--- src/rtl/ocd_pkg.sv ---
// Shared constants and types of the output compare channel
package ocd_pkg;
	// Register indices on the plain register port
	localparam logic [2:0] ADDR_CTRL1 = 3'h0;
	localparam logic [2:0] ADDR_CTRL2 = 3'h1;
	localparam logic [2:0] ADDR_PRI = 3'h2;
	localparam logic [2:0] ADDR_SEC = 3'h3;
	localparam logic [2:0] ADDR_TMR = 3'h4;
	localparam logic [2:0] ADDR_STAT = 3'h5;
	// Field positions
	localparam int MODE_LSB = 0;
	localparam int INIT_LVL_BIT = 5;
	localparam int CLK_SEL_LSB = 10;
	localparam int SYNC_SEL_LSB = 0;
	localparam int TRIG_STAT_BIT = 6;
	localparam int TRIG_CHOICE_BIT = 7;
	localparam int FLAG_BIT = 0;
	// Reset values
	localparam logic [15:0] RST_CTRL1 = 16'h0000;
	localparam logic [15:0] RST_CTRL2 = 16'h0000;
	localparam logic [15:0] RST_CMP = 16'h0000;
	localparam logic [15:0] RST_TMR = 16'h0000;
	// Compare modes
	localparam logic [2:0] MODE_OFF = 3'h0;
	localparam logic [2:0] MODE_SET = 3'h1;
	localparam logic [2:0] MODE_CLR = 3'h2;
	localparam logic [2:0] MODE_TOG = 3'h3;
	localparam logic [2:0] MODE_PULSE = 3'h4;
	localparam logic [2:0] MODE_CONT = 3'h5;
	// Sync source codes and the clock select code that ticks every cycle
	localparam logic [4:0] SYNC_NONE = 5'h00;
	localparam logic [4:0] SYNC_SELF = 5'h1F;
	localparam logic [2:0] CLK_PERIPH = 3'h7;
	// Cycle counts: output change after match, flag after output change
	localparam int OUT_DELAY = 1;
	localparam int FLAG_DELAY = 2;
	localparam int FLAG_PIPE = OUT_DELAY + FLAG_DELAY - 1;
	typedef enum logic [1:0]
	{
		PH_RISE = 2'b00,
		PH_FALL = 2'b01,
		PH_DONE = 2'b10
	} ocd_phase_t;
endpackage

--- src/rtl/ocd_channel.sv ---
// Output compare channel top: registers, compare logic and output pin
//
// Overview of operation
// RULE_01 - Sync event clears the timer to zero
// RULE_02 - Trigger operation holds timer until trigger fires
// RULE_03 - Control two bit 7 picks trigger/sync
// RULE_04 - Source code zero: timer runs freely
// RULE_05 - Source code 31: reset at secondary match
// RULE_06 - Pulse sync output on secondary match
// RULE_07 - Mode 1: start low, rise on match
// RULE_08 - Mode 2: start high, fall on match
// RULE_09 - Mode 3: start low, toggle each match; code starts from the software init level bit
// RULE_10 - Output changes one clock after match
// RULE_11 - Timer rolls or syncs back to zero
// RULE_12 - Flag set only on real level change
// RULE_13 - Flag two clocks after output change
// RULE_14 - Reset clears output; software sets toggle level
// RULE_15 - Primary beyond period gives no event
// RULE_16 - No event while timer held in reset
// RULE_17 - Cleared primary after event keeps level
// RULE_18 - Dual modes: primary rises, secondary falls
// RULE_19 - Mode 4: one pulse, flag at fall
// RULE_20 - Rewriting mode 4 restarts the pulse
// RULE_21 - Software keeps secondary two above primary
// RULE_22 - Software disables before changing pulse values
// RULE_23 - Mode zero disables all compare activity; code still pulses sync output on secondary match
// RULE_24 - Timer advances on each selected tick
module ocd_channel
	import ocd_pkg::*;
#(
	parameter int TIMER_W = 16
)
(
	input wire logic clock,
	input wire logic rst_n,
	input wire logic [2:0] addr,
	input wire logic [15:0] wrData,
	input wire logic wrStb,
	input wire logic rdStb,
	output logic [15:0] rdData,
	input wire logic [7:0] tickSrc,
	input wire logic [31:0] syncIn,
	output logic compareOutPin,
	output logic channelIntFlag,
	output logic syncTrigOut
);
	import ocd_pkg::*;

	typedef struct packed
	{
		logic [2:0] mode;
		logic [2:0] clkSel;
		logic initLvl;
		logic trigChoice;
		logic [4:0] syncSel;
		logic [TIMER_W-1:0] pri;
		logic [TIMER_W-1:0] sec;
		logic level;
		ocd_phase_t phase;
		logic [FLAG_PIPE-1:0] flagPipe;
		logic flag;
		logic syncOut;
		logic [15:0] rdData;
	} ocd_chan_state_t;

	ocd_chan_state_t s_q;
	ocd_chan_state_t s_d;

	logic [TIMER_W-1:0] count;
	logic running;
	logic tick;
	logic syncEvt;
	logic selfMatch;
	logic priMatch;
	logic secMatch;
	logic trigClear;
	logic wrCtrl1;
	logic [2:0] newMode;
	logic restart;

	initial
	begin
		if (TIMER_W < 2 || TIMER_W > 16)
		begin
			$error("TIMER_W must lie in 2..16");
		end
	end

	// Level a mode starts from when entered
	function automatic logic startLevel(input logic [2:0] m, input logic lvl);
		logic r;
		r = 1'b0;
		if (m == MODE_CLR)
		begin
			r = 1'b1;
		end
		else if (m == MODE_TOG)
		begin
			r = lvl;
		end
		return r;
	endfunction

	// Register write decode
	function automatic logic isWrite(input logic [2:0] a);
		return wrStb && (addr == a);
	endfunction

	ocd_src_sel u_src_sel
	(
		.tickSrc(tickSrc),
		.syncIn(syncIn),
		.clkSel(s_q.clkSel),
		.syncSel(s_q.syncSel),
		.selfMatch(selfMatch),
		.tick(tick),
		.syncEvt(syncEvt)
	);

	ocd_timer #(.TIMER_W(TIMER_W)) u_timer
	(
		.clock(clock),
		.rst_n(rst_n),
		.tick(tick),
		.syncEvt(syncEvt),
		.trigMode(s_q.trigChoice),
		.trigClear(trigClear),
		.count(count),
		.running(running)
	);

	always_comb
	begin
		// RULE_15 equality only: no event past period
		// RULE_16 no match while held
		priMatch = tick && running && (count == s_q.pri);
		secMatch = tick && running && (count == s_q.sec);
		// RULE_05 own period end
		selfMatch = secMatch;
		trigClear = isWrite(ADDR_CTRL2) && wrData[TRIG_CHOICE_BIT] && !wrData[TRIG_STAT_BIT];
		wrCtrl1 = isWrite(ADDR_CTRL1);
		newMode = wrData[MODE_LSB +: 3];
		// RULE_20 same pulse mode restarts
		restart = wrCtrl1 && ((newMode != s_q.mode) || (newMode == MODE_PULSE));
	end

	always_comb
	begin
		s_d = s_q;
		s_d.flagPipe = {s_q.flagPipe[FLAG_PIPE-2:0], 1'b0};
		// RULE_06 sync output pulse
		s_d.syncOut = secMatch;

		if (wrCtrl1)
		begin
			s_d.mode = newMode;
			s_d.clkSel = wrData[CLK_SEL_LSB +: 3];
			s_d.initLvl = wrData[INIT_LVL_BIT];
		end
		if (isWrite(ADDR_CTRL2))
		begin
			s_d.trigChoice = wrData[TRIG_CHOICE_BIT];
			s_d.syncSel = wrData[SYNC_SEL_LSB +: 5];
		end
		if (isWrite(ADDR_PRI))
		begin
			s_d.pri = wrData[TIMER_W-1:0];
		end
		if (isWrite(ADDR_SEC))
		begin
			s_d.sec = wrData[TIMER_W-1:0];
		end
		// Status flag: write one clears
		if (isWrite(ADDR_STAT) && wrData[FLAG_BIT])
		begin
			s_d.flag = 1'b0;
		end

		if (restart)
		begin
			// RULE_14 toggle start level from software
			s_d.level = startLevel(newMode, wrData[INIT_LVL_BIT]);
			s_d.phase = PH_RISE;
		end
		else if (!wrCtrl1)
		begin
			case (s_q.mode)
				// RULE_07 set on match
				MODE_SET:
				begin
					// RULE_17 no change once set
					if (priMatch && !s_q.level)
					begin
						s_d.level = 1'b1;
						s_d.flagPipe[0] = 1'b1;
					end
				end
				// RULE_08 clear on match
				MODE_CLR:
				begin
					if (priMatch && s_q.level)
					begin
						s_d.level = 1'b0;
						s_d.flagPipe[0] = 1'b1;
					end
				end
				// RULE_09 toggle each match
				MODE_TOG:
				begin
					// RULE_12 flag on level change
					if (priMatch)
					begin
						s_d.level = !s_q.level;
						s_d.flagPipe[0] = 1'b1;
					end
				end
				// RULE_18 dual compare edges
				MODE_PULSE, MODE_CONT:
				begin
					case (s_q.phase)
						PH_RISE:
						begin
							if (priMatch)
							begin
								s_d.level = 1'b1;
								s_d.phase = PH_FALL;
							end
						end
						PH_FALL:
						begin
							// RULE_19 fall and flag; pulse mode then stops, continuous mode rearms
							if (secMatch)
							begin
								s_d.level = 1'b0;
								s_d.flagPipe[0] = 1'b1;
								s_d.phase = (s_q.mode == MODE_CONT) ? PH_RISE : PH_DONE;
							end
						end
						PH_DONE:
						begin
							s_d.phase = PH_DONE;
						end
						default:
						begin
							s_d.phase = PH_RISE;
						end
					endcase
				end
				// RULE_23 disabled channel
				MODE_OFF:
				begin
					s_d.level = 1'b0;
				end
				default:
				begin
					s_d.level = s_q.level;
				end
			endcase
		end

		// RULE_13 flag two clocks later
		if (s_q.flagPipe[FLAG_PIPE-1])
		begin
			s_d.flag = 1'b1;
		end

		s_d.rdData = 16'h0000;
		if (rdStb)
		begin
			case (addr)
				ADDR_CTRL1:
				begin
					s_d.rdData[MODE_LSB +: 3] = s_q.mode;
					s_d.rdData[INIT_LVL_BIT] = s_q.initLvl;
					s_d.rdData[CLK_SEL_LSB +: 3] = s_q.clkSel;
				end
				ADDR_CTRL2:
				begin
					s_d.rdData[TRIG_CHOICE_BIT] = s_q.trigChoice;
					s_d.rdData[TRIG_STAT_BIT] = running & s_q.trigChoice;
					s_d.rdData[SYNC_SEL_LSB +: 5] = s_q.syncSel;
				end
				ADDR_PRI:
				begin
					s_d.rdData = 16'(s_q.pri);
				end
				ADDR_SEC:
				begin
					s_d.rdData = 16'(s_q.sec);
				end
				ADDR_TMR:
				begin
					s_d.rdData = 16'(count);
				end
				ADDR_STAT:
				begin
					s_d.rdData[FLAG_BIT] = s_q.flag;
				end
				default:
				begin
					s_d.rdData = 16'h0000;
				end
			endcase
		end
	end

	always_ff @(posedge clock)
	begin
		if (!rst_n)
		begin
			s_q.mode <= RST_CTRL1[MODE_LSB +: 3];
			s_q.clkSel <= RST_CTRL1[CLK_SEL_LSB +: 3];
			s_q.initLvl <= RST_CTRL1[INIT_LVL_BIT];
			s_q.trigChoice <= RST_CTRL2[TRIG_CHOICE_BIT];
			s_q.syncSel <= RST_CTRL2[SYNC_SEL_LSB +: 5];
			s_q.pri <= RST_CMP[TIMER_W-1:0];
			s_q.sec <= RST_CMP[TIMER_W-1:0];
			// RULE_14 output logic cleared
			s_q.level <= 1'b0;
			s_q.phase <= PH_RISE;
			s_q.flagPipe <= '0;
			s_q.flag <= 1'b0;
			s_q.syncOut <= 1'b0;
			s_q.rdData <= 16'h0000;
		end
		else
		begin
			s_q <= s_d;
		end
	end

	// RULE_10 pin one clock after match
	assign compareOutPin = s_q.level;
	assign channelIntFlag = s_q.flag;
	assign syncTrigOut = s_q.syncOut;
	assign rdData = s_q.rdData;
endmodule

--- src/rtl/ocd_src_sel.sv ---
// Clock tick and sync source selection
module ocd_src_sel
	import ocd_pkg::*;
(
	input wire logic [7:0] tickSrc,
	input wire logic [31:0] syncIn,
	input wire logic [2:0] clkSel,
	input wire logic [4:0] syncSel,
	input wire logic selfMatch,
	output logic tick,
	output logic syncEvt
);
	always_comb
	begin
		tick = tickSrc[clkSel] | (clkSel == CLK_PERIPH);
		// RULE_04 no sync source
		if (syncSel == SYNC_NONE)
		begin
			syncEvt = 1'b0;
		end
		// RULE_05 self sync
		else if (syncSel == SYNC_SELF)
		begin
			syncEvt = selfMatch;
		end
		else
		begin
			syncEvt = syncIn[syncSel];
		end
	end
endmodule

--- src/rtl/ocd_timer.sv ---
// Channel timer with sync and trigger operation
module ocd_timer
	import ocd_pkg::*;
#(
	parameter int TIMER_W = 16
)
(
	input wire logic clock,
	input wire logic rst_n,
	input wire logic tick,
	input wire logic syncEvt,
	input wire logic trigMode,
	input wire logic trigClear,
	output logic [TIMER_W-1:0] count,
	output logic running
);
	typedef struct packed
	{
		logic [TIMER_W-1:0] cnt;
		logic run;
	} ocd_tmr_state_t;

	ocd_tmr_state_t s_q;
	ocd_tmr_state_t s_d;

	initial
	begin
		if (TIMER_W < 2 || TIMER_W > 16)
		begin
			$error("TIMER_W must lie in 2..16");
		end
	end

	always_comb
	begin
		s_d = s_q;
		// RULE_02 rearm the hold
		// Takes priority so that the write entering trigger operation holds at once
		if (trigClear)
		begin
			s_d.run = 1'b0;
			s_d.cnt = '0;
		end
		// RULE_03 trigger or sync
		else if (trigMode)
		begin
			// RULE_02 held until trigger
			if (!s_q.run)
			begin
				s_d.cnt = '0;
				s_d.run = syncEvt;
			end
			// RULE_24 advance on tick
			else if (tick)
			begin
				s_d.cnt = s_q.cnt + 1'b1;
			end
		end
		else
		begin
			s_d.run = 1'b1;
			// RULE_01 clear on sync
			// RULE_11 zero after sync
			if (syncEvt)
			begin
				s_d.cnt = '0;
			end
			else if (tick)
			begin
				s_d.cnt = s_q.cnt + 1'b1;
			end
		end
	end

	always_ff @(posedge clock)
	begin
		if (!rst_n)
		begin
			s_q.cnt <= RST_TMR[TIMER_W-1:0];
			s_q.run <= 1'b0;
		end
		else
		begin
			s_q <= s_d;
		end
	end

	assign count = s_q.cnt;
	assign running = s_q.run;
endmodule

--- config.mk ---
export PLATFORM = sky130hd
export DESIGN_NAME = ocd_channel
export DESIGN_NICKNAME = d
export VERILOG_FILES = /design/src/rtl/ocd_pkg.sv /design/src/rtl/ocd_channel.sv /design/src/rtl/ocd_src_sel.sv /design/src/rtl/ocd_timer.sv
export SDC_FILE = /design/constraint.sdc
export NUM_CORES = 1
export LEC_CHECK = 0
export BUFFER_PORTS_ARGS = -buffer_cell sky130_fd_sc_hd__clkbuf_2
export CAP_MARGIN = 20
export CORE_UTILIZATION = 38
export CTS_CLUSTER_SIZE = 14
export DETAILED_ROUTE_END_ITERATION = 10
export GPL_TIMING_DRIVEN = 0
export SYNTH_ARGS = -nofsm -noshare
export SYNTH_HDL_FRONTEND = slang
export SYNTH_SLANG_ARGS = --single-unit
--- constraint.sdc ---
create_clock -name clock -period 5.5 [get_ports clock]
set_clock_uncertainty 0.05 [all_clocks]
set_input_delay 1.1 -clock clock [delete_from_list [all_inputs] [get_ports clock]]
set_output_delay 1.1 -clock clock [all_outputs]
set_load 0.05 [all_outputs]
==> run summary, run 1 <==
The number of buffers inserted by hold repair at cts came out at 0. The cell area power density came out at 257 nW/um^2. For the worst setup path, the data required time is 5.67 ns. The category of the most critical setup path is in -> reg. The most frequent cell after synthesis is sky130_fd_sc_hd__nand2_1. The worst register-to-register path begins at s_q[56]$_SDFFE_PN0P_. The number of remaining DRC errors came out at 0.

The highest attainable clock frequency is 0.353 GHz. The worst setup path is launched from a primary input. The number of nets in the synthesized netlist is 637. The cell-internal power is 1100 uW.

The critical path's largest stage delay came out at 0.38 ns. Among all flip-flop cells after synthesis, the most frequent one is sky130_fd_sc_hd__dfxtp_1. The total global-route track usage is 0.211. The global-route met3 utilization came out at 0.0404. The library cell contributing the largest single delay on the critical path is sky130_fd_sc_hd__nor2b_1.

The endpoint identified for the worst register-to-register timing path is u_timer.count[8]$_SDFF_PP0_. For this run, the post-layout net count is 722. The arrival time at the worst endpoint is 3.01 ns. The fraction of power spent switching nets is 0.242. The shortest clock period the worst path allows after layout came out at 2.83 ns. The count of nets left with antenna violations after detail routing is 0. Across the VDD grid, the largest voltage drop is 0.130 mV.

The average footprint of a synthesized cell came out at 8.24 um^2. For this design, the sink count on the clock tree is 85. The maximum level of the CTS H-tree came out at 3. The number of buffers and inverters on the critical path is 3. The cell count after synthesis came out at 573. The global-route congestion overflow total is 0.

The core utilization of the finished layout came out at 0.466. In the final layout, the share of cells above drive strength 1 is 0.205. The total net switching power is 351 uW. The met2 routing resource usage after global routing came out at 0.343. The largest area contributor in the synthesized netlist is sky130_fd_sc_hd__dfxtp_1. The full die area came out at 12900 um^2.

The share of total power dissipated in sequential elements is 0.442. The share of the cycle needed by the critical path after routing came out at 0.515. The destination of the critical timing path is u_timer.count[8]$_SDFF_PP0_. The global-route wire length before repair came out at 20.7 mm. The run finished with clean final reports.

The combinational cell fraction of total power is 0.098. For flop-to-flop paths, the worst setup slack is 2.87 ns. The summed negative setup slack over all endpoints came out at 0 ns.

The clock latency at the later pin of the worst-skew pair is 0.35 ns. TritonCTS built the clock tree. The post-cts repair resize count is 0. The maximum number of pins on one net before global-route repair is 15. The placeable core region is 12100 um^2. The number of ports placed on the die boundary is 82. The most critical setup path has its startpoint at addr[2]. The cell that appears most often on the critical path is sky130_fd_sc_hd__clkbuf_1. The worst register-to-register path has a depth of 6. The total number of placement rows is 40. Input and output buffers added on the ports amount to 74.

Detailed placement finished with a half-perimeter wire length of 10.1 mm. The share of total power dissipated in the clock network is 0.460. The path class of the tightest hold or removal check is reg -> reg. The normalized max-slew margin came out at 0.615. The cell sitting at the root of the clock tree is a sky130_fd_sc_hd__clkbuf_16. Broken down by cell family, the worst path's largest delay share belongs to simple AND/OR/NAND/NOR gates. In this run the number of cells on the critical path is 9.

Max-cap violations in this run came to 0. The static leakage came out at 0.00227 uW. The most crowded layer after global routing is met2. Setup repair after global routing left no endpoint under its margin. The total number of vias is 4253. The proportion of netlist area held by the largest area contributor is 0.361. The post-detailed-route via-to-cell ratio is 5.12.

Setup violations remaining at the end of the flow were counted as 0. The floorplan step set the die width to 113 um. The total of fill cells in the finished design came out at 1210. The count of cells along the worst hold path came out at 1.

Clock-pin slew was measured on the worst setup and hold paths at 0.06 ns. The routed wirelength normalized by instance count came out at 15.6 um. In the final layout, the multi-input gates occupy 2670 um^2. The share of async-settable or async-resettable flops after synthesis came out at 0.

The number of diodes came out at 0. The netlist area before placement is 4720 um^2. In the post-synthesis netlist, the biggest area contributors are sky130_fd_sc_hd__dfxtp_1 (36%), sky130_fd_sc_hd__nand2_1 (8.4%), sky130_fd_sc_hd__xor2_1 (7.2%). The critical path goes through clkbuf_1 -> nor2b_1 -> and3_1 -> clkbuf_1 -> nand3b_1 -> nand2_1 -> a221o_2 -> buf_6 -> nor3_2.

Along the worst path, the maximum fanout reaches 10. The number of synthesis warnings is 0. The initial standard-cell utilization of the core came out at 0.391. The number of buffers inserted by post-CTS setup repair came out at 0. The number of antenna violations at the first check in global routing is 0. The DRC violation total after the first TritonRoute iteration came out at 252. By count the netlist is led by sky130_fd_sc_hd__nand2_1 (105), sky130_fd_sc_hd__dfxtp_1 (85), sky130_fd_sc_hd__nor2_1 (51). Measured along the y axis, the die boundary spans 113 um. The total wire length is 12.9 mm. The total clock buffers created by CTS came out at 9. The count of final max-slew check failures is 0. The total power is 1450 uW. The capturing element type of the critical path is a flop. The number of library cell types mapped by synthesis came out at 46.

The via count of the first global-routing pass is 4112. The hold violation total from the final report is 0. The storage element area is 1700 um^2.

Yosys mapped a number of flops with a built-in enable equal to 0. The sequential share of the synthesized area came out at 0.361. The maximum root-to-sink buffer count is 2.

The register bit total from synthesis came out at 85. The actual slew at the worst max-slew pin is 0.578 ns. The first detailed-routing pass ran for 6 iterations. The weighted congestion reported at the end of routability-driven placement came out at 0.874. The met1 usage came out at 0.270. The area growth from synthesis to layout is 19.2%.
logic make-up (layout without fill, tap and decap cells):
family          Yosys count  after routing  share of synthesized area
simple gates            238            238                      0.236
compound gates           96             96                      0.141
flops                    85             85                      0.361
buf+inv                  73            163                     0.0748
xor+xnor                 49             49                     0.0909
mux                      31             31                     0.0938
fa+ha+maj                 1              1                    0.00265
worst register-to-register path: stages (launching register included):
cell and delay (ns):
sky130_fd_sc_hd__dfxtp_1 0.39, sky130_fd_sc_hd__buf_1 0.45, sky130_fd_sc_hd__mux4_2 0.39, sky130_fd_sc_hd__mux4_2 0.49
sky130_fd_sc_hd__a221o_2 0.43, sky130_fd_sc_hd__buf_6 0.19, sky130_fd_sc_hd__nor3_2 0.16
power groups by stage:
stage / Clock, uW / Combinational (uW) / Sequential [uW]
finish: 666 / 141 / 640
global route: 700 / 155 / 642
CTS: 680 / 142 / 640
detailed placement: 0 / 141 / 654
global placement: 0 / 138 / 653
floorplan: 0 / 87.4 / 651
worst min-delay path by stage:
stage,start,slack [ns],endpoint
floorplan,s_d[19]$_SDFF_PP0_,0.36,s_q[19]$_SDFF_PN0_
global placement,s_d[19]$_SDFF_PP0_,0.37,s_q[19]$_SDFF_PN0_
detailed placement,s_d[19]$_SDFF_PP0_,0.37,s_q[19]$_SDFF_PN0_
CTS,s_d[19]$_SDFF_PP0_,0.39,s_q[19]$_SDFF_PN0_
global route,s_d[19]$_SDFF_PP0_,0.40,s_q[19]$_SDFF_PN0_
finish,s_d[19]$_SDFF_PP0_,0.39,s_q[19]$_SDFF_PN0_
registers in the layout (all words and copies together), names as in the netlist:
name and cells:
u_timer.running 1, s_q 48, channelIntFlag 1, syncTrigOut 1, compareOutPin 1, u_timer.count 16
s_d 1, rdData 16
layout by cell type (no fill, tap or decap), types with 11 or more instances in the layout:
| master | n |
|---|---|
| sky130_fd_sc_hd__a21oi_1 | 13 |
| sky130_fd_sc_hd__a31oi_1 | 13 |
| sky130_fd_sc_hd__dfxtp_1 | 85 |
| sky130_fd_sc_hd__a21boi_0 | 39 |
| sky130_fd_sc_hd__xor2_1 | 39 |
| sky130_fd_sc_hd__clkbuf_2 | 74 |
| sky130_fd_sc_hd__nor2_1 | 51 |
| sky130_fd_sc_hd__clkbuf_1 | 42 |
| sky130_fd_sc_hd__nor4_1 | 11 |
| sky130_fd_sc_hd__mux2i_1 | 18 |
| sky130_fd_sc_hd__a22oi_1 | 11 |
| sky130_fd_sc_hd__nor2b_1 | 16 |
| sky130_fd_sc_hd__nor3_1 | 16 |
| sky130_fd_sc_hd__nand2_1 | 105 |
| sky130_fd_sc_hd__buf_4 | 16 |
through the flow:
| stage | instance area (um^2) | cells | hold WS [ns] | setup WS (ns) |
|---|---|---|---|---|
| floorplan | 4720 | 573 | 0.362 | 2.66 |
| global placement | 5300 | 815 | 0.369 | 2.36 |
| detailed placement | 5300 | 815 | 0.373 | 2.33 |
| CTS | 5630 | 831 | 0.387 | 2.68 |
| global route | 5630 | 831 | 0.404 | 2.49 |
| finish | 5630 | 831 | 0.387 | 2.67 |
layer usage:
layer  part of all wire  up-vias
met2               0.46      126
met3              0.049       25
met4              0.027        0
met1               0.46     1994
li1                   -     2108
met5                  0        -
layout make-up:
class                           count  area share
Clock buffer                       11      0.0431
Multi-Input combinational cell    415       0.474
Inverter                            6     0.00400
Clock inverter                      5      0.0147
Tap cell                          168      0.0374
Buffer                             67      0.0587
Timing Repair Buffer               74      0.0658
Sequential cell                    85       0.302
Note: power is estimated with default switching activity, not from simulation.
==> inputs of run 2 (changes only) <==
--- a/config.mk
+++ b/config.mk
@@ -5,6 +5,7 @@
 export SDC_FILE = /design/constraint.sdc
 export NUM_CORES = 1
 export LEC_CHECK = 0
+export ABC_AREA = 1
 export BUFFER_PORTS_ARGS = -buffer_cell sky130_fd_sc_hd__clkbuf_2
 export CAP_MARGIN = 20
 export CORE_UTILIZATION = 38
==> constraint.sdc (replaced) <==
create_clock -name clock -period 2.58 [get_ports clock]
set_clock_uncertainty 0.05 [all_clocks]
set_input_delay 0.516 -clock clock [delete_from_list [all_inputs] [get_ports clock]]
set_output_delay 0.516 -clock clock [all_outputs]
set_load 0.05 [all_outputs]
==> run 2 against run 1 <==
Against the previous run:
- total power rose by 120%
- design area is 1.0% higher
- hold slack worse by 0.023 ns
- flip-flop and latch count unchanged
- utilization is 0.10 points higher
- largest cell class unchanged
- largest power group is now sequential cells
- highest routed layer unchanged
==> run summary, run 2 <==
The placeable core region is 12200 um^2. The global-route congestion overflow total came out at 0. In the final design database the tool counted 824 nets. The share of synthesized area spent on multiplexers is 0.

The share of the cycle needed by the critical path after routing came out at 0.855. In the layout the commonest cells are sky130_fd_sc_hd__nand2_1 (116), sky130_fd_sc_hd__dfxtp_1 (85), sky130_fd_sc_hd__clkbuf_2 (79). The share of the Yosys chip area taken by registers is 0.356. The shortest clock period the worst path allows after layout came out at 2.21 ns. The detailed placement HPWL is 10.6 mm. After clock tree synthesis, the clock-pin slew on the worst setup and hold paths is 0.06 ns. Power spread over the standard cell area amounts to 550 nW/um^2. The total global-route track usage came out at 0.224. Of the total synthesized cell area, the portion taken by XOR and XNOR cells is 0.0641. Across the run, the number of max-cap violations was 0. The register bit total from synthesis came out at 85. The post-cts repair resize count came out at 0. The maximum root-to-sink buffer count is 2.

The highest attainable clock frequency is 0.453 GHz. The floorplan step defined a die boundary enclosing 13000 um^2. The actual slew at the worst max-slew pin is 0.672 ns. For this block, the initial DRC count from the detailed router was 346. Counting instances in the post-synthesis netlist gives the leading cell types as sky130_fd_sc_hd__nand2_1 (116), sky130_fd_sc_hd__dfxtp_1 (85), sky130_fd_sc_hd__nor2_1 (74). The normalized max-slew margin is 0.552. Setup repair after global routing left no endpoint under its margin. Data arrives at the worst endpoint at 2.36 ns.

The count of final max-slew check failures came to 0. Registers take 1700 um^2. The fraction of the mapped netlist area in simple logic gates is 0.261. At the worst endpoint, the required time is 2.73 ns. In this run the register-to-register setup slack is 0.55 ns.

The main combinational cell family by area after synthesis is simple AND/OR/NAND/NOR gates. Leaving out fill and tap cells, the most frequent cell in the layout is sky130_fd_sc_hd__nand2_1. The total of fill cells in the finished design is 1287. The footprint of the multi-input gates is 2510 um^2.

In this run the number of H-tree levels came out at 3. Counting cells, the worst reg-to-reg path comes to 13. In this run the count of I/O pins placed on the die edge is 82. The CTS tree is built. The critical path is of the in -> reg type. The number of remaining DRC errors came out at 0. The count of final setup violators is 0. The flow ran to the end, and the final reports show no timing, DRC or antenna violations. The total number of placement rows came out at 40. Ranked by flip-flop count, first place goes to s_q.

The compound-cell area share of the yosys netlist is 0.196. Of all flip-flops after synthesis, the portion carrying an async set or reset was 0. Once detail routing completed, the nets flagged for antenna violations numbered 0. In the synthesized netlist the dominant register cell turns out to be sky130_fd_sc_hd__dfxtp_1. The via count of the first global-routing pass is 4586. In this run the most critical hold path is launched from s_d[19]$_SDFF_PP0_.

The cell at the root of the clock tree is sky130_fd_sc_hd__clkbuf_16. The die is 114 um wide. Synthesis instantiated 47 different standard cells from the library. In this run the critical register-to-register path is captured at u_timer.count[2]$_SDFF_PP0_. The total wire length is 13.9 mm. The summed negative setup slack over all endpoints is 0 ns.

VDD sags by at most 0.284 mV. The routed wirelength normalized by instance count is 14.9 um. The number of enable flip-flop cells after synthesis is 0. The net count of the mapped netlist came out at 734.

Of the post-synthesis cell area, the dominant cell type holds 0.356. The number of diodes came out at 0. The adder and majority gate portion of the synthesized area came out at 0.00262.

The largest fanout of any net on the critical path came out at 10. The worst register-to-register path begins at u_timer.count[7]$_SDFF_PP0_. The number of buffers inserted by hold repair at cts is 0. For hold timing, the worst endpoint is s_q[19]$_SDFF_PN0_. The post-detailed-route via-to-cell ratio came out at 5.11.

The average footprint of a synthesized cell came out at 7.14 um^2. STA classifies the critical path startpoint as a primary input. The hold violation total from the final report came out at 0. The proportion of layout cells with a drive suffix above 1 is 0.225.

The largest area contributor in the synthesized netlist is sky130_fd_sc_hd__dfxtp_1. The core utilization of the finished layout came out at 0.467. The global-route wire length before repair came out at 22.5 mm. The number of standard cells after synthesis is 670. Once the clock tree was built, the setup fixing pass inserted 0 buffers. For this configuration, the core starts out at a cell density of 0.393. For this design, the sink count on the clock tree is 85. Port buffering added 79 buffers.

The layout-stage area growth over the synthesis result is 18.8%. The die height is 114 um. The weighted congestion reported at the end of routability-driven placement is 0.921. The count of TritonRoute iterations in the first routing pass is 5. The most common cell in the synthesized netlist is sky130_fd_sc_hd__nand2_1.

The path class of the tightest hold or removal check is reg -> reg. Along the worst hold path, the cell count comes to 2. The maximum number of pins on one net before global-route repair is 14.

The number of synthesis warnings came out at 0. The flip-flop count of the largest register after layout came out at 48. The netlist area before placement is 4780 um^2. The clock latency at the later pin of the worst-skew pair came out at 0.34 ns. The number of antenna violations at the first check in global routing came out at 0.

In the post-synthesis netlist, the biggest area contributors are sky130_fd_sc_hd__dfxtp_1 (36%), sky130_fd_sc_hd__nand2_1 (9.1%), sky130_fd_sc_hd__a21oi_1 (6.2%). The total number of vias is 4770. The worst setup path is captured at a flop. The static leakage came out at 0.00240 uW. Clock tree synthesis inserted a total of 9 buffers.
run 2: cell count changes in the layout (fill, tap and decap cells not counted), moves of 13 or more:
cell / delta
sky130_fd_sc_hd__nor2_4: +13
sky130_fd_sc_hd__xor2_1: -25
sky130_fd_sc_hd__clkbuf_1: -26
sky130_fd_sc_hd__nor3_1: -14
sky130_fd_sc_hd__nor2b_1: -16
sky130_fd_sc_hd__o21ai_0: +49
sky130_fd_sc_hd__inv_1: +61
sky130_fd_sc_hd__a21boi_0: -38
sky130_fd_sc_hd__a21oi_1: +46
sky130_fd_sc_hd__nor2_1: +23
sky130_fd_sc_hd__o22ai_1: +18
sky130_fd_sc_hd__mux2i_1: -18
sky130_fd_sc_hd__nand3_1: +24
sky130_fd_sc_hd__inv_2: +13
run 2: critical path, cell delays in order:
cell                       delay (ns)
sky130_fd_sc_hd__clkbuf_2        0.12
sky130_fd_sc_hd__inv_2           0.08
sky130_fd_sc_hd__nand2_1         0.08
sky130_fd_sc_hd__nor2_2          0.29
sky130_fd_sc_hd__inv_1           0.15
sky130_fd_sc_hd__nor2_2          0.26
sky130_fd_sc_hd__inv_1           0.22
sky130_fd_sc_hd__clkbuf_1        0.32
sky130_fd_sc_hd__o21ai_0         0.26
sky130_fd_sc_hd__a21oi_1         0.06
run 2: cells by family after synthesis:
| family | Yosys count |
|---|---|
| adder cells (fa/ha/maj) | 1 |
| AND/OR/NAND/NOR | 259 |
| flip-flops | 85 |
| buffers and inverters | 125 |
| XOR/XNOR | 35 |
| AO/OA/AOI/OAI | 165 |
run 2: per-stage QoR:
step	power, uW	cell area, um^2	std cells	hold slack (ns)	worst slack [ns]
final	3130	5680	933	0.364	0.374
after floorplan	1690	4780	670	0.340	0.816
after detailed placement	1850	5390	917	0.353	0.0877
after global routing	3240	5680	933	0.389	0.272
after CTS	3140	5680	933	0.369	0.450
after global placement	1840	5390	917	0.347	0.148
run 2: routing by layer:
metal,global-route usage,share of wire,vias to the layer above
met4,0.0615,0.015,0
met1,0.283,0.44,2213
met2,0.383,0.47,181
li1,-,-,2357
met3,0.0487,0.073,19
met5,0,0,-
run 2: final cells by class:
type	count	area share
multi-input cells	460	0.441
flip-flops and latches	85	0.299
repair buffers	79	0.0696
inverters	81	0.0539
plain buffers	44	0.0475
clock buffers	12	0.0434
well taps	168	0.0370
clock inverters	4	0.00836
run 2: power by group:
group          leakage [uW]  switching [uW]  internal [uW]
registers          0.000689            32.5           1350
clock network      0.000143             529            774
logic               0.00157             289            152
total               0.00240             851           2280
run 2: how the worst max path moves through the flow:
stage                     startpoint                          end
after floorplan              addr[0]  u_timer.count[2]$_SDFF_PP0_
after global placement       addr[2]         s_q[52]$_SDFFE_PN0P_
after detailed placement     addr[2]         s_q[50]$_SDFFE_PN0P_
after CTS                    addr[2]         s_q[50]$_SDFFE_PN0P_
after global routing         addr[2]         s_q[52]$_SDFFE_PN0P_
final                        addr[2]         s_q[50]$_SDFFE_PN0P_
==> inputs of run 3 (changes only) <==
--- a/config.mk
+++ b/config.mk
@@ -8,10 +8,14 @@
 export ABC_AREA = 1
 export BUFFER_PORTS_ARGS = -buffer_cell sky130_fd_sc_hd__clkbuf_2
 export CAP_MARGIN = 20
+export CELL_PAD_IN_SITES_DETAIL_PLACEMENT = 0
+export CELL_PAD_IN_SITES_GLOBAL_PLACEMENT = 1
 export CORE_UTILIZATION = 38
+export CTS_BUF_LIST = sky130_fd_sc_hd__clkbuf_2 sky130_fd_sc_hd__clkbuf_4 sky130_fd_sc_hd__clkbuf_8
 export CTS_CLUSTER_SIZE = 14
 export DETAILED_ROUTE_END_ITERATION = 10
 export GPL_TIMING_DRIVEN = 0
+export PLACE_DENSITY_LB_ADDON = 0.1
 export SYNTH_ARGS = -nofsm -noshare
 export SYNTH_HDL_FRONTEND = slang
 export SYNTH_SLANG_ARGS = --single-unit
==> run 3 against run 2 <==
Against the previous run:
- fmax grew 1.3%
- sequential power is essentially flat
- clock power shrank 37%
- worst setup slack gained 0.028 ns
- design area shrank 2.6%
- largest power group unchanged
- critical endpoint is now s_q[48]$_SDFFE_PN0P_
==> run summary, run 3 (same netlist as run 2, synthesis figures left out) <==
The detailed placement HPWL is 11.1 mm. The endpoint of the worst hold-timing path is s_q[31]$_SDFFE_PN0P_. The share of the cycle needed by the critical path after routing came out at 0.844. The top cell types in the final layout, fill and taps aside, are sky130_fd_sc_hd__nand2_1 (116), sky130_fd_sc_hd__dfxtp_1 (85), sky130_fd_sc_hd__clkbuf_2 (79). Setup repair after global routing left no endpoint under its margin. The number of buffers and inverters on the critical path is 5.

The weighted congestion reported at the end of routability-driven placement came out at 0.883. The clock passes through at most 2 buffers. The routed wirelength normalized by instance count is 15.3 um. Entering global routing, the biggest net connects 12 pins. The DRC violation total after the first TritonRoute iteration came out at 257. The number of antenna violations at the first check in global routing was 0.

The floorplan has 40 rows. The total of fill cells in the finished design is 1306. Ranked by flip-flop count, first place goes to s_q. The run finished with clean final reports. The storage element area is 1700 um^2. The total power came out at 2640 uW. The number of remaining DRC errors is 0. Of the cells placed in the final design, the portion with a size suffix greater than 1 is 0.222.

The actual slew at the worst max-slew pin is 0.676 ns. The placeable core region is 12200 um^2. The tightest min-delay check is of the in -> reg type. The highest attainable clock frequency is 0.459 GHz. Post-CTS timing repair inserted 0 buffers for setup.

The count of final max-slew check failures came out at 0. The post-detailed-route via-to-cell ratio came out at 4.99. The hold violation total from the final report is 0.

The normalized max-slew margin is 0.549. The first detailed-routing pass ran for 5 iterations. TritonCTS built the clock tree. The largest fanout of any net on the critical path came out at 10. The global-route wire length before repair came out at 22.6 mm.

The total wire length is 14.2 mm. The post-CTS clock slew at the launch and capture registers of the worst setup and hold paths came out at 0.08 ns. The arrival time at the worst endpoint came out at 2.36 ns. The max-cap check violation count is 0. The clock sink count is 85. The final cell area excluding filler cells is 5540 um^2. For the worst setup path, the data required time is 2.77 ns. After clock tree synthesis, the repair step resized 0 gates.

The total number of vias is 4632. The worst-case IR drop observed on VDD is 0.191 mV. The initial standard-cell utilization of the core is 0.393. The die height is 114 um. In the final design database the tool counted 824 nets.

The flip-flop count of the largest register after layout is 48. The largest individual stage delay along the critical path comes from the cell sky130_fd_sc_hd__nor2_2. The total global-route track usage came out at 0.229. Along the worst hold path, the cell count comes to 3. The total clock buffers created by CTS is 9. The root buffer cell chosen for the clock tree is sky130_fd_sc_hd__clkbuf_8.

The worst register-to-register path ends at u_timer.count[10]$_SDFF_PP0_. The summed negative setup slack over all endpoints is 0 ns. The critical path's largest stage delay is 0.31 ns.

The count of final setup violators came out at 0. The cell class contributing the biggest share of worst-path delay is buffers and inverters. Dividing total power by cell area gives a power density of 477 nW/um^2. 82 I/O pins were placed. Walking the worst path, the cells encountered are clkbuf_2 -> inv_2 -> nand2_1 -> nor2_2 -> inv_1 -> nor2_2 -> inv_1 -> clkbuf_1 -> o21ai_0 -> a21oi_1. In this run the static leakage power is 0.00234 uW. The shortest clock period the worst path allows after layout came out at 2.18 ns. The instance area at placement is 5390 um^2. The clock latency at the later pin of the worst-skew pair is 0.37 ns. The number of hold buffers added after CTS was 0. By startpoint and endpoint, the worst setup path is classified as in -> reg. The core utilization of the finished layout came out at 0.455. The most common cell after layout, fill and taps aside is sky130_fd_sc_hd__nand2_1.

The die is 114 um wide. Global routing finished with a remaining overflow of 0. The die covers 13000 um^2. The number of diodes came out at 0.

The layout-stage area growth over the synthesis result is 15.7%. In this run the critical register-to-register path is launched from u_timer.count[7]$_SDFF_PP0_. The H-tree was split into 3 levels. STA classifies the critical path endpoint as a flop. The register-to-register setup slack is 0.44 ns. The via count of the first global-routing pass is 4358. Input and output buffers added on the ports amount to 79. In the final layout, the multi-input gates occupy 2510 um^2. The length in cells of the worst reg-to-reg path came out at 13.

The worst setup path is launched from a primary input. In this run the most critical hold path is launched from wrData[8]. The minimum hold slack is 0.373 ns. The count of nets left with antenna violations after detail routing is 0.
## run 3: cell count changes in the layout (fill, tap and decap cells not counted), moves of 2 or more
cell and delta:
sky130_fd_sc_hd__clkbuf_16 -9, sky130_fd_sc_hd__clkbuf_8 +9, sky130_fd_sc_hd__clkbuf_1 -2, sky130_fd_sc_hd__clkinv_2 -2
## run 3: layout make-up
cell class | count | share of cell area
buffer | 44 | 0.0488
clock buffer | 11 | 0.0262
inverter | 81 | 0.0554
multi-input combinational | 460 | 0.453
sequential | 85 | 0.307
tap | 168 | 0.0380
timing repair buffer | 79 | 0.0714
## run 3: power breakdown
part	internal, uW	switching [uW]
combinational	152	295
sequential	1350	33.3
clock	361	453
total	1860	781
## run 3: how the worst max path moves through the flow
stage,from,endpoint,slack [ns],cells after the start
CTS,u_timer.count[7]$_SDFF_PP0_,u_timer.count[10]$_SDFF_PP0_,0.44,13
finish,addr[2],s_q[48]$_SDFFE_PN0P_,0.40,10
global placement,addr[2],s_q[48]$_SDFFE_PN0P_,0.06,10
detailed placement,addr[2],s_q[48]$_SDFFE_PN0P_,0.03,10
floorplan,addr[0],u_timer.count[2]$_SDFF_PP0_,0.82,12
global route,addr[2],s_q[48]$_SDFFE_PN0P_,0.24,10
## run 3: metrics by stage
stage,std cells,setup slack [ns]
floorplan,670,0.816
global placement,917,0.0561
detailed placement,917,0.0296
CTS,928,0.440
global route,928,0.243
finish,928,0.402
## run 3: per-layer routing
metal | track usage | vias up | wire [um]
li1 | - | 2348 | -
met1 | 0.299 | 2142 | 6530
met2 | 0.379 | 128 | 6590
met3 | 0.0524 | 14 | 878
met4 | 0.0658 | 0 | 174
met5 | 0 | - | 0
## run 3: worst min-delay path, cell delays in order
cell                       delay, ns
sky130_fd_sc_hd__clkbuf_2       0.09
sky130_fd_sc_hd__nand3_1        0.07
sky130_fd_sc_hd__a21oi_1        0.06
